==> src/rtl/ofw_pkg.sv <==
// constants for the overflow interrupt write configuration bank
package ofw_pkg;
    localparam int unsigned SPACES = 4;
    localparam logic [1:0] SPACE_SECURE = 2'h0;
    localparam logic [1:0] SPACE_NONSECURE = 2'h1;
    localparam logic [1:0] SPACE_ROOT = 2'h2;
    localparam logic [1:0] SPACE_REALM = 2'h3;
    localparam logic [11:0] OFF_LABELS = 12'h8dc;
    localparam logic [11:0] OFF_ADDR_LOW = 12'h8e0;
    localparam logic [11:0] OFF_ADDR_HIGH = 12'h8e4;
    localparam logic [11:0] OFF_PAYLOAD = 12'h8e8;
    localparam logic [11:0] OFF_ATTRIBUTES = 12'h8ec;
    localparam logic [31:0] MASK_ADDR_LOW = 32'hffff_fffc;
    localparam logic [31:0] MASK_ADDR_HIGH = 32'h000f_ffff;
    localparam logic [31:0] MASK_ATTRIBUTES = 32'h3f00_0001;
    localparam logic [31:0] MASK_LABELS = 32'h00ff_ffff;
    localparam int unsigned POS_SH = 28;
    localparam int unsigned POS_MEMTYPE = 24;
    localparam int unsigned POS_ENABLE = 0;
    localparam logic RESET_ENABLE = 1'b0;
    localparam logic [1:0] SH_NON = 2'h0;
    localparam logic [1:0] SH_OUTER = 2'h2;
    localparam logic [1:0] SH_INNER = 2'h3;
    localparam logic [3:0] MEM_DEV_NGNRNE = 4'h0;
    localparam logic [1:0] POLICY_DEVICE = 2'h0;
    typedef enum logic [1:0] {
        OFW_IDLE = 2'b00,
        OFW_SEND = 2'b01
    } ofw_state_t;
endpackage

==> src/rtl/ofw_bank.sv <==
// per-space overflow interrupt write configuration and write issue
`timescale 1ns/100ps
module ofw_bank (
    input wire logic core_clk, // clock
    input wire logic rst, // synchronous reset, active high
    input wire logic partitioning_rev_1_1_feature, // revision 1.1 present
    input wire logic overflow_write_supported, // support flag in monitor_feature_id_reg
    input wire logic realm_extension_feature, // realm extension present
    input wire logic reg_sel, // register access strobe
    input wire logic reg_write, // 1 write, 0 read
    input wire logic [1:0] reg_space, // feature frame the access came through
    input wire logic [11:0] reg_offset, // offset in the feature frame
    input wire logic [31:0] reg_wdata, // write data
    output logic [31:0] reg_rdata, // read data
    output logic reg_rvalid, // read data valid pulse
    input wire logic [3:0] overflow_event, // overflow pulse per space
    output logic [3:0] hardwired_irq, // hardwired overflow interrupt per space
    output logic write_valid, // interrupt write request
    input wire logic write_ready, // interconnect accepts the write
    output logic [51:0] write_addr, // write address
    output logic [31:0] write_data, // write payload
    output logic [1:0] write_space, // security space of the write
    output logic [3:0] write_memory_type, // issued memory type
    output logic [1:0] write_shareability, // issued shareability
    output logic [15:0] write_partition_identifier, // partition label
    output logic [7:0] write_monitoring_group // monitoring group label
);
    logic [31:0] addr_low [ofw_pkg::SPACES];
    logic [31:0] addr_high [ofw_pkg::SPACES];
    logic [31:0] payload [ofw_pkg::SPACES];
    logic [31:0] labels [ofw_pkg::SPACES];
    logic [31:0] attributes [ofw_pkg::SPACES];
    logic [3:0] pending;
    logic [3:0] enable_vec;
    logic present;
    logic space_ok;
    logic [1:0] pick;
    logic pick_any;
    logic [3:0] dec_mem;
    logic [1:0] dec_sh;
    ofw_pkg::ofw_state_t state;

    function automatic logic [3:0] onehot(input logic [1:0] s);
        onehot = 4'h1 << s;
    endfunction

    assign present = partitioning_rev_1_1_feature & overflow_write_supported;
    assign space_ok = (reg_space != ofw_pkg::SPACE_ROOT) | realm_extension_feature;

    always_comb begin
        for (int i = 0; i < ofw_pkg::SPACES; i++) begin
            enable_vec[i] = attributes[i][ofw_pkg::POS_ENABLE];
        end
    end

    // register writes, each space its own copy
    always_ff @(posedge core_clk) begin
        if (rst) begin
            for (int i = 0; i < ofw_pkg::SPACES; i++) begin
                attributes[i] <= 32'(ofw_pkg::RESET_ENABLE) << ofw_pkg::POS_ENABLE;
            end
        end else if (reg_sel && reg_write && present && space_ok) begin
            case (reg_offset)
                ofw_pkg::OFF_ATTRIBUTES: attributes[reg_space] <= reg_wdata & ofw_pkg::MASK_ATTRIBUTES;
                default: begin
                end
            endcase
        end
    end

    always_ff @(posedge core_clk) begin
        if (reg_sel && reg_write && present && space_ok) begin
            case (reg_offset)
                ofw_pkg::OFF_ADDR_LOW: addr_low[reg_space] <= reg_wdata & ofw_pkg::MASK_ADDR_LOW;
                ofw_pkg::OFF_ADDR_HIGH: addr_high[reg_space] <= reg_wdata & ofw_pkg::MASK_ADDR_HIGH;
                ofw_pkg::OFF_PAYLOAD: payload[reg_space] <= reg_wdata;
                ofw_pkg::OFF_LABELS: labels[reg_space] <= reg_wdata & ofw_pkg::MASK_LABELS;
                default: begin
                end
            endcase
        end
    end

    // reads: absent or unmapped reads return zero
    always_ff @(posedge core_clk) begin
        if (rst) begin
            reg_rdata <= 32'h0000_0000;
            reg_rvalid <= 1'b0;
        end else begin
            reg_rvalid <= reg_sel & ~reg_write;
            reg_rdata <= 32'h0000_0000;
            if (reg_sel && !reg_write && present && space_ok) begin
                case (reg_offset)
                    ofw_pkg::OFF_ADDR_LOW: reg_rdata <= addr_low[reg_space];
                    ofw_pkg::OFF_ADDR_HIGH: reg_rdata <= addr_high[reg_space];
                    ofw_pkg::OFF_PAYLOAD: reg_rdata <= payload[reg_space];
                    ofw_pkg::OFF_LABELS: reg_rdata <= labels[reg_space];
                    ofw_pkg::OFF_ATTRIBUTES: reg_rdata <= attributes[reg_space];
                    default: reg_rdata <= 32'h0000_0000;
                endcase
            end
        end
    end

    // hardwired line only when writes are disabled
    always_ff @(posedge core_clk) begin
        if (rst) begin
            hardwired_irq <= 4'h0;
        end else begin
            hardwired_irq <= overflow_event & ~(enable_vec & {4{present}});
        end
    end

    // lowest pending space first
    always_comb begin
        pick = 2'h0;
        pick_any = 1'b0;
        for (int i = ofw_pkg::SPACES - 1; i >= 0; i--) begin
            if (pending[i]) begin
                pick = 2'(i);
                pick_any = 1'b1;
            end
        end
    end

    ofw_attr_decode u_decode (
        .shareability(attributes[pick][ofw_pkg::POS_SH +: 2]),
        .memory_type(attributes[pick][ofw_pkg::POS_MEMTYPE +: 4]),
        .issued_memory_type(dec_mem),
        .issued_shareability(dec_sh),
        .is_device()
    );

    // pending per space: a new overflow wins over the clear of a sent one
    always_ff @(posedge core_clk) begin
        if (rst) begin
            pending <= 4'h0;
        end else begin
            pending <= ((pending & ~((state == ofw_pkg::OFW_SEND && write_ready) ? onehot(write_space) : 4'h0))
                | (overflow_event & enable_vec & {4{present}})) & enable_vec;
        end
    end

    always_ff @(posedge core_clk) begin
        if (rst) begin
            state <= ofw_pkg::OFW_IDLE;
            write_valid <= 1'b0;
            write_addr <= 52'h0;
            write_data <= 32'h0;
            write_space <= 2'h0;
            write_memory_type <= 4'h0;
            write_shareability <= 2'h0;
            write_partition_identifier <= 16'h0;
            write_monitoring_group <= 8'h0;
        end else begin
            case (state)
                ofw_pkg::OFW_IDLE: begin
                    if (pick_any) begin
                        state <= ofw_pkg::OFW_SEND;
                        write_valid <= 1'b1;
                        write_space <= pick;
                        write_addr <= {addr_high[pick][19:0], addr_low[pick][31:2], 2'b00};
                        write_data <= payload[pick];
                        write_memory_type <= dec_mem;
                        write_shareability <= dec_sh;
                        write_partition_identifier <= labels[pick][15:0];
                        write_monitoring_group <= labels[pick][23:16];
                    end
                end
                ofw_pkg::OFW_SEND: begin
                    if (write_ready) begin
                        state <= ofw_pkg::OFW_IDLE;
                        write_valid <= 1'b0;
                    end
                end
                default: begin
                    state <= ofw_pkg::OFW_IDLE;
                    write_valid <= 1'b0;
                end
            endcase
        end
    end
endmodule

==> src/rtl/ofw_attr_decode.sv <==
// decodes stored write attributes into the attributes issued with a write
`timescale 1ns/100ps
module ofw_attr_decode (
    input wire logic [1:0] shareability, // stored shareability field
    input wire logic [3:0] memory_type, // stored memory type field
    output logic [3:0] issued_memory_type, // effective memory type
    output logic [1:0] issued_shareability, // effective shareability
    output logic is_device // effective type is a device type
);
    always_comb begin
        // reserved codes with non-device outer policy and device inner are issued as Device-nGnRnE
        if (memory_type[3:2] != ofw_pkg::POLICY_DEVICE && memory_type[1:0] == ofw_pkg::POLICY_DEVICE) begin
            issued_memory_type = ofw_pkg::MEM_DEV_NGNRNE;
        end else begin
            issued_memory_type = memory_type;
        end
        is_device = (issued_memory_type[3:2] == ofw_pkg::POLICY_DEVICE);
        if (is_device) begin
            issued_shareability = ofw_pkg::SH_OUTER;
        end else if (shareability == 2'h1) begin
            // reserved code taken as non-shareable
            issued_shareability = ofw_pkg::SH_NON;
        end else begin
            issued_shareability = shareability;
        end
    end
endmodule

==> config.mk <==
export PLATFORM = sky130hd
export DESIGN_NAME = ofw_bank
export DESIGN_NICKNAME = d
export VERILOG_FILES = /design/src/rtl/ofw_pkg.sv /design/src/rtl/ofw_bank.sv /design/src/rtl/ofw_attr_decode.sv
export SDC_FILE = /design/constraint.sdc
export NUM_CORES = 1
export LEC_CHECK = 0
export BUFFER_PORTS_ARGS = -buffer_cell sky130_fd_sc_hd__buf_2
export CAP_MARGIN = 20
export CORE_UTILIZATION = 38
export CTS_BUF_LIST = sky130_fd_sc_hd__clkbuf_4 sky130_fd_sc_hd__clkbuf_8 sky130_fd_sc_hd__clkbuf_16
export CTS_CLUSTER_DIAMETER = 120
export CTS_CLUSTER_SIZE = 28
export DETAILED_ROUTE_END_ITERATION = 16
export SLEW_MARGIN = 20
export SYNTH_ARGS = -nofsm -noshare
export SYNTH_HDL_FRONTEND = slang
export SYNTH_SLANG_ARGS = --single-unit
==> constraint.sdc <==
create_clock -name core_clk -period 4.7 [get_ports core_clk]
set_clock_uncertainty 0.1 [all_clocks]
set_input_delay 1.175 -clock core_clk [delete_from_list [all_inputs] [get_ports core_clk]]
set_output_delay 1.175 -clock core_clk [all_outputs]
set_load 0.01 [all_outputs]
# == Word-level counts from Yosys, hierarchy flattened ==
# Memory sizes are Yosys's and may differ from the RTL's. A register that Yosys moved wholly into a read port is not among the register bits.
# Cells that the tools add are included.
# word_totals
register_bits,52
latch_bits,0
ram_bits,452
rom_bits,0
inputBits,58
out_inout_bits,154
wordCells,96
memories,5
# classes
addsub,0
mul,0
n_div,0
order_cmp,0
eq_ne,10
shifts,1
mux,40
bitwise,14
reduce_logical,17
# mem_list
name,words,word_bits,read_ports,rd_clocked_by_memory_dff,write_ports,line_no,rtl
payload,4,32,2,1,1,ofw_bank.sv:30,logic [31:0] payload [ofw_pkg::SPACES];
addr_low,4,30,2,1,1,ofw_bank.sv:28,logic [31:0] addr_low [ofw_pkg::SPACES];
labels,4,24,2,1,1,ofw_bank.sv:31,logic [31:0] labels [ofw_pkg::SPACES];
addr_high,4,20,2,1,1,ofw_bank.sv:29,logic [31:0] addr_high [ofw_pkg::SPACES];
attributes,4,7,6,0,4,ofw_bank.sv:32,logic [31:0] attributes [ofw_pkg::SPACES];
# op_table
cell,count
32-bit one-hot mux with 5 select lines,1
"12-bit == test, second input constant",5
1-bit two-way mux,25
4-bit bitwise AND,6
2-bit two-way mux,9
1-bit logical AND,8
4-bit two-way mux,2
4-bit NOT,2
7-bit two-way mux,1
7-bit OR reduction,1
2-bit logical NOT,3
"2-bit != test, second input constant",3
"2-bit by 1-bit == test with 1-bit output, second input constant",2
4-bit OR,1
2-bit one-hot mux with 2 select lines,1
2-bit AND reduction,2
"1-bit by 2-bit << shifter with 4-bit output, first input constant",1
1-bit bitwise AND,2
1-bit NOT,2
1-bit one-hot mux with 2 select lines,1
2-bit nonzero test,1
2-bit OR reduction,1
1-bit logical NOT,1
1-bit OR,1

# == Longest topological paths before layout ==
# Gate-level depths: netlist of run 1.
# An unclocked memory read counts as a cell.
# logic_depth
depth_word,10
mapped_depth,9
depth_no_buf,5

# == Modules after synthesis ==
# Synthesis of run 1 repeated with hierarchy kept, for this count alone.
# hier_totals
cells_unflattened,2124
area_unflattened_um2,26820.7
# modules_own_cells
mod,instances,cells_each,area_each_um2,seq_area_each_um2
ofw_bank,1,2116,26771.9,16696.0
ofw_attr_decode,1,8,48.8,0.0

# == Worst setup path before layout of run 1 ==
# OpenSTA, ideal clock, no wires.
# synth_path
path_kind,input -> register
startpoint,input port reg_space[0]
endpoint,"memory addr_high[3][0] (netlist bit), enable pin"
setup_ns,0.422
t_arrival_ns,3.738
required_ns,4.178
path_slack_ns,0.440
cell_stages,6
n_path_buf,4
cell_sequence,buf_2 -> buf_2 -> buf_2 -> buf_2 -> nand3_1 -> nor3_1
# synth_between
elab_chain_len,5
# synth_rtl
item,line_no,rtl
from (decl),ofw_bank.sv:11,"input wire logic [1:0] reg_space,"
2-bit != test,ofw_bank.sv:48,assign space_ok = (reg_space != ofw_pkg::SPACE_ROOT) | realm_extension_feature;
1-bit OR,ofw_bank.sv:48,
1-bit logical AND,ofw_bank.sv:72,if (reg_sel && reg_write && present && space_ok) begin
1-bit two-way mux,ofw_bank.sv:72,
1-bit two-way mux (not written as such),ofw_bank.sv:75,ofw_pkg::OFF_ADDR_HIGH: addr_high[reg_space] <= reg_wdata & ofw_pkg::MASK_ADDR_HIGH;
to (decl),ofw_bank.sv:29,
# Parallel ways exist; a longest one is shown, timed or not.

# == Final worst setup path of run 1 ==
# layout_path
startpoint,input port reg_offset[1]
endpoint,"memory payload[3][15], enable pin"
# layout_between
elab_chain_len,4
# layout_rtl
item,line_no,rtl
from (decl),ofw_bank.sv:12,"input wire logic [11:0] reg_offset,"
12-bit == test,ofw_bank.sv:73,case (reg_offset)
1-bit two-way mux,ofw_bank.sv:73,
1-bit two-way mux,ofw_bank.sv:72,
1-bit two-way mux (not written as such),ofw_bank.sv:76,ofw_pkg::OFF_PAYLOAD: payload[reg_space] <= reg_wdata;
to (decl),ofw_bank.sv:30,
# Every way passes these cells.

==> impl_metrics.yaml, run 1 <==
cts:
  clkSinkCount: 608
  h-tree-depth: 1
  cts_resized: 0
  clock_latency_ns: 0.60
  postCtsSetupBuffers: 0
  cts_hold_buf: 0
  cts-root-buf: "clkbuf_16"
  tritoncts: "done"
  clk_pin_slew_ns: 0.11
  cts_buffers: 25
  max-clock-path-buffers: 3
die:
  chipHeight_um: 260
  io_pins: 212
  die-area_um2: 67500
  die_w_um: 260
  rows: 94
  start_util: 0.384
  core-area_um2: 65700
global_routing:
  grt_max_degree: 84
  grt_pass1_wl_um: 102000
  track_usage: 0.203
  grt_overflow: 0
  antenna_found_initial: 1
  grt_pass1_vias: 15100
route:
  viasPerCell: 5.72
  wl_per_cell_um: 26.2
  dr_wl_met2_um: 33400
  drc: 0
  ant_nets: 0
  drt-pass1-iter-count: 5
  route.vias.total: 15000
  drtIter0Drc: 1486
  top_layer_used: "met4"
  wl_met3_um: 4660
  wl_um: 68400
  met1Wirelength_um: 29200
timing:
  finalSetupViolations: 0
  period_minus_slack_ns: 3.39
  final_max_slew_viol_count: 0
  tightest_slew_ns: 1.04
  fin_tns_setup_ns: 0
  whs_ns: 0.359
  relSlewSlack: 0.305
  period_share: 0.721
  rsz0062_at_grt: "false"
  max_freq_mhz: 295
  final-hold-violation-count: 0
logic_synthesis:
  synth_ff_type: "edfxtp_1"
  yosys.area.top_type: "edfxtp_1"
  yosys.area.top_type_share: 0.538
  synth_seq_cells: 608
  ys_warn_count: 0
  synth_edf_count: 452
  async_reset_ff_frac: 0
  syn-cell-area_um2: 25200
  avgSynthCellArea_um2: 16.1
  syn-instance-count: 1566
  synth_area_leaders: "edfxtp_1 (54%), mux4_2 (20%), dfxtp_1 (12%), nand2_1 (3.9%), a21oi_1 (3.1%)"
  synth_seq_area_share: 0.661
  ys_types: 50
layout:
  final_cell_area_um2: 28300
  multi_input_area_um2: 8160
  final_common_cell: "edfxtp_1"
  area_growth_pct: 12.1
  most-common-layout-cells: "edfxtp_1 (452), nand2_1 (259), mux4_2 (220)"
  antenna_cells: 0
  fillCellCount: 5883
  instances_no_fill: 2616
  fin_nets: 1793
  drive_gt1_frac: 0.318
  regArea_um2: 16700
power_and_ir_drop:
  power_density_nw_per_um2: 330
  ir_worst_vdd_v: 0.000213
  power.leakage_nw: 9.05
placement:
  gp_congestion: 0.862
  place_area_um2: 27500
  port_buffers: 209
  dpl.hpwl_um: 43800
  dp.cells: 2571
critical_path:
  cp_num_buf_inv: 2
  crit_required_ns: 4.91
  reg2reg_slack_ns: 1.72
  crit_chain: "buf_2 -> or4b_2 -> nor2_1 -> nand3_1 -> nor2_4 -> buf_12"
  critPathCaptureType: "register"
  cp_max_fo: 20
  crit_family: "simple AND/OR/NAND/NOR gates"
  r2r-start: "pending[1]"
  r2r_cells: 6
  cpPeakStageDelay_ns: 0.71
  arrival_ns: 3.60
  worstSetupStartpointType: "input pin"
  worst_r2r_endpoint: "write_addr[42]"
  setup.worst_path.class: "input pin to register"
  slowest_stage: "or4b_2"
min_path:
  hp-class: "register to register"
  min_path_cells: 2
  min_from: "write_addr[25]"
  hold_end: "write_addr[25]"
status:
  outcome: "finished clean"
job:
  max_cap_viol_count: 0
## registers in the layout, summed over array words and instances (netlist names)
signal and flops:
write_memory_type 4, write_space 2, addr_low 120, addr_high 80, reg_rvalid 1, write_data 32, write_monitoring_group 8, pending 4
reg_rdata 32, write_shareability 2, write_partition_identifier 16, payload 128, labels 96, attributes 28, write_addr 50, hardwired_irq 4
write_valid 1
## cell usage after synthesis (9+ instances only)
cell	instances
nand2b_1	18
mux4_2	220
dfxtp_1	156
a21oi_1	154
a22oi_1	29
buf_4	9
nor2_1	58
buf_2	43
nand2_1	260
a2bb2oi_1	19
edfxtp_1	452
clkbuf_1	59
## layout make-up
cell class / count / share of cell area
sequential: 608 / 0.590
multi-input combinational: 837 / 0.288
timing repair buffer: 256 / 0.0547
tap: 864 / 0.0382
clock buffer: 43 / 0.0273
inverter: 7 / 0.000929
clock inverter: 1 / 0.000177
## metal layers
metal	track usage	vias up
met5	0	-
met4	0.0412	0
met3	0.0275	64
met2	0.333	573
met1	0.290	7893
li1	-	6422
## cells by family (layout without fill, tap and decap cells)
logic type / after synthesis / after routing / share of synthesized area
AND/OR/NAND/NOR: 385 / 385 / 0.0662
buffers and inverters: 122 / 307 / 0.0216
multiplexers: 221 / 221 / 0.197
flip-flops: 608 / 608 / 0.661
AO/OA/AOI/OAI: 229 / 229 / 0.0538
other: 1 / 2 / 0.000149
## how the worst max path moves through the flow
stage                     cells after the start  slack, ns     startpoint                to
after floorplan                               6       0.44   reg_space[0]   addr_high[3][0]
after global placement                        6       0.80  reg_offset[1]    payload[1][10]
after detailed placement                      6       0.72  reg_offset[1]    payload[3][10]
after CTS                                     6       1.36  reg_offset[1]    payload[3][15]
after global routing                          6       1.24  reg_offset[1]  attributes[1][1]
final                                         6       1.31  reg_offset[1]    payload[3][15]
## worst register-to-register path: stages (launching register included)
cell,delay [ns]
dfxtp_1,0.56
inv_1,0.18
a21oi_4,0.85
buf_4,0.41
mux4_2,0.56
nand2_1,0.12
a21oi_1,0.07
## per-stage QoR
stage | total power, mW | setup slack, ns | utilization
floorplan | 6.40 | 0.440 | -
global placement | 6.69 | 0.804 | 0.418
detailed placement | 6.70 | 0.720 | 0.418
CTS | 9.41 | 1.36 | 0.430
global route | 9.62 | 1.24 | 0.430
finish | 9.35 | 1.31 | 0.430
## power breakdown
part           leakage, nW  switching [mW]  internal (mW)
registers             5.34          0.0448           5.82
clock network        0.400            1.64           1.14
logic                 3.31           0.425          0.282
total                 9.05            2.11           7.24
(Power assumes the default switching activity.)
==> inputs of run 2 (changes only) <==
Clock period 4.7 ns to 3.5 ns, I/O delays scaled along.
==> run 2 against run 1 <==
  * Sequential power increased by 34%
  * Via count down 0.83%
  * First-iteration DRC count decreased by 7.6%
  * Flip-flop and latch count stayed put
  * Routed wire length is 0.97% lower
==> impl_metrics.yaml, run 2 (synthesized netlist as in run 1, its figures left out) <==
power_and_ir_drop:
  p_total_mw: 12.7
  p_int_mw: 9.83
  switching_power_mw: 2.84
  p_seq_frac: 0.621
  power.leakage_nw: 9.27
  combPwrFrac: 0.075
  power_density_nw_per_um2: 441
  ir_worst_vdd_v: 0.000443
  switching_share: 0.224
  power.share.clock: 0.304
timing:
  period_minus_slack_ns: 2.81
  rsz0062_at_grt: "false"
  finalSetupViolations: 0
  tightest_slew_ns: 0.741
  fin_tns_setup_ns: 0
  period_share: 0.803
  final_max_slew_viol_count: 0
  relSlewSlack: 0.504
  max_freq_mhz: 356
  final-hold-violation-count: 0
  setup_slack_ns: 0.688
  whs_ns: 0.357
route:
  met1Wirelength_um: 28700
  drc: 0
  wl_met3_um: 5070
  viasPerCell: 5.61
  dr_wl_met2_um: 32400
  wl_um: 67700
  drtIter0Drc: 1373
  route.vias.total: 14800
  top_layer_used: "met5"
  drt-pass1-iter-count: 6
  wl_per_cell_um: 25.6
  ant_nets: 0
cts:
  clk_pin_slew_ns: 0.11
  h-tree-depth: 1
  cts_buffers: 26
  max-clock-path-buffers: 3
  cts-root-buf: "clkbuf_16"
  tritoncts: "done"
  clock_latency_ns: 0.60
  cts_resized: 0
  cts_hold_buf: 0
  postCtsSetupBuffers: 0
  clkSinkCount: 608
critical_path:
  crit_family: "simple AND/OR/NAND/NOR gates"
  r2r_cells: 6
  reg2reg_slack_ns: 0.69
  arrival_ns: 3.17
  critPathCaptureType: "register"
  slowest_stage: "mux4_2"
  cp_max_fo: 35
  setup.worst_path.class: "register to register"
  worstSetupStartpointType: "register"
  crit_required_ns: 3.85
  cpPeakStageDelay_ns: 0.62
  cp_num_buf_inv: 1
  crit_chain: "nor2_1 -> nor3_4 -> buf_12 -> mux4_2 -> nand2_1 -> a21oi_1"
  worst_r2r_endpoint: "write_addr[19]"
  crit_cells: 6
  r2r-start: "pending[2]"
global_routing:
  antenna_found_initial: 3
  grt_pass1_vias: 15100
  grt_pass1_wl_um: 100000
  track_usage: 0.201
  grt_max_degree: 72
  grt_overflow: 0
job:
  max_cap_viol_count: 0
layout:
  fin_nets: 1816
  regArea_um2: 16700
  final_cell_area_um2: 28700
  top_regs: "payload (128), addr_low (120), labels (96)"
  instances_no_fill: 2643
  final_common_cell: "edfxtp_1"
  final_core_util: 0.437
  largest_register_ffs: 128
  fillCellCount: 5808
  multi_input_area_um2: 8170
  drive_gt1_frac: 0.327
  top_register: "payload"
  area_growth_pct: 13.8
  most-common-layout-cells: "edfxtp_1 (452), nand2_1 (259), mux4_2 (220)"
die:
  rows: 94
  start_util: 0.384
  die-area_um2: 67500
  chipHeight_um: 260
  core-area_um2: 65700
  io_pins: 212
  die_w_um: 260
placement:
  port_buffers: 209
  gp_congestion: 0.855
  place_ws_ns: 0.234
  dp.cells: 2594
  place_area_um2: 27900
  dpl.hpwl_um: 44200
min_path:
  min_path_cells: 2
  hold_end: "write_data[20]"
  min_from: "write_data[20]"
  hp-class: "register to register"
status:
  outcome: "finished clean"
-- run 2: cell count changes in the layout (fill, tap and decap cells not counted), moves of 2 or more --
cell	before	now
nor3_4	1	3
nor3_2	4	2
clkbuf_4	16	18
clkbuf_8	2	0
clkbuf_16	25	27
buf_12	10	26
buf_4	37	44
-- run 2: worst reg2reg max path, cell delays in order, from the launching register on --
cell and delay, ns:
dfxtp_1 0.59, nor2_1 0.23, nor3_4 0.60, buf_12 0.33, mux4_2 0.66, nand2_1 0.11
a21oi_1 0.06
-- run 2: power groups by stage --
| stage | combinational (mW) | clock (mW) | sequential [mW] |
|---|---|---|---|
| final | 0.949 | 3.85 | 7.87 |
| after global routing | 1.03 | 4.17 | 7.88 |
| after CTS | 0.969 | 3.96 | 7.87 |
| after detailed placement | 0.966 | 0 | 8.03 |
| after global placement | 0.959 | 0 | 8.03 |
| after floorplan | 0.545 | 0 | 8.05 |
-- run 2: routing by layer --
| metal | GRT usage | up-vias |
|---|---|---|
| li1 | - | 6479 |
| met1 | 0.281 | 7716 |
| met2 | 0.325 | 548 |
| met3 | 0.0389 | 81 |
| met4 | 0.0495 | 4 |
| met5 | 0 | - |
-- run 2: layout make-up --
| class | count | area share |
|---|---|---|
| well taps | 864 | 0.0376 |
| multi-input cells | 837 | 0.284 |
| repair buffers | 278 | 0.0663 |
| inverters | 7 | 0.000914 |
| clock inverters | 3 | 0.00148 |
| flip-flops and latches | 608 | 0.581 |
| diodes | 1 | 0.0000871 |
| clock buffers | 45 | 0.0282 |
-- run 2: worst max path at each step --
stage             startpoint               to  slack (ns)
2_1_floorplan  reg_offset[1]    payload[2][0]       -0.32
5_1_grt           pending[2]   write_addr[11]        0.56
4_1_cts           pending[2]   write_addr[19]        0.64
3_3_place_gp   reg_offset[1]  addr_low[0][13]        0.23
6_report          pending[2]   write_addr[19]        0.69
3_5_place_dp   reg_offset[1]  addr_low[0][14]        0.23
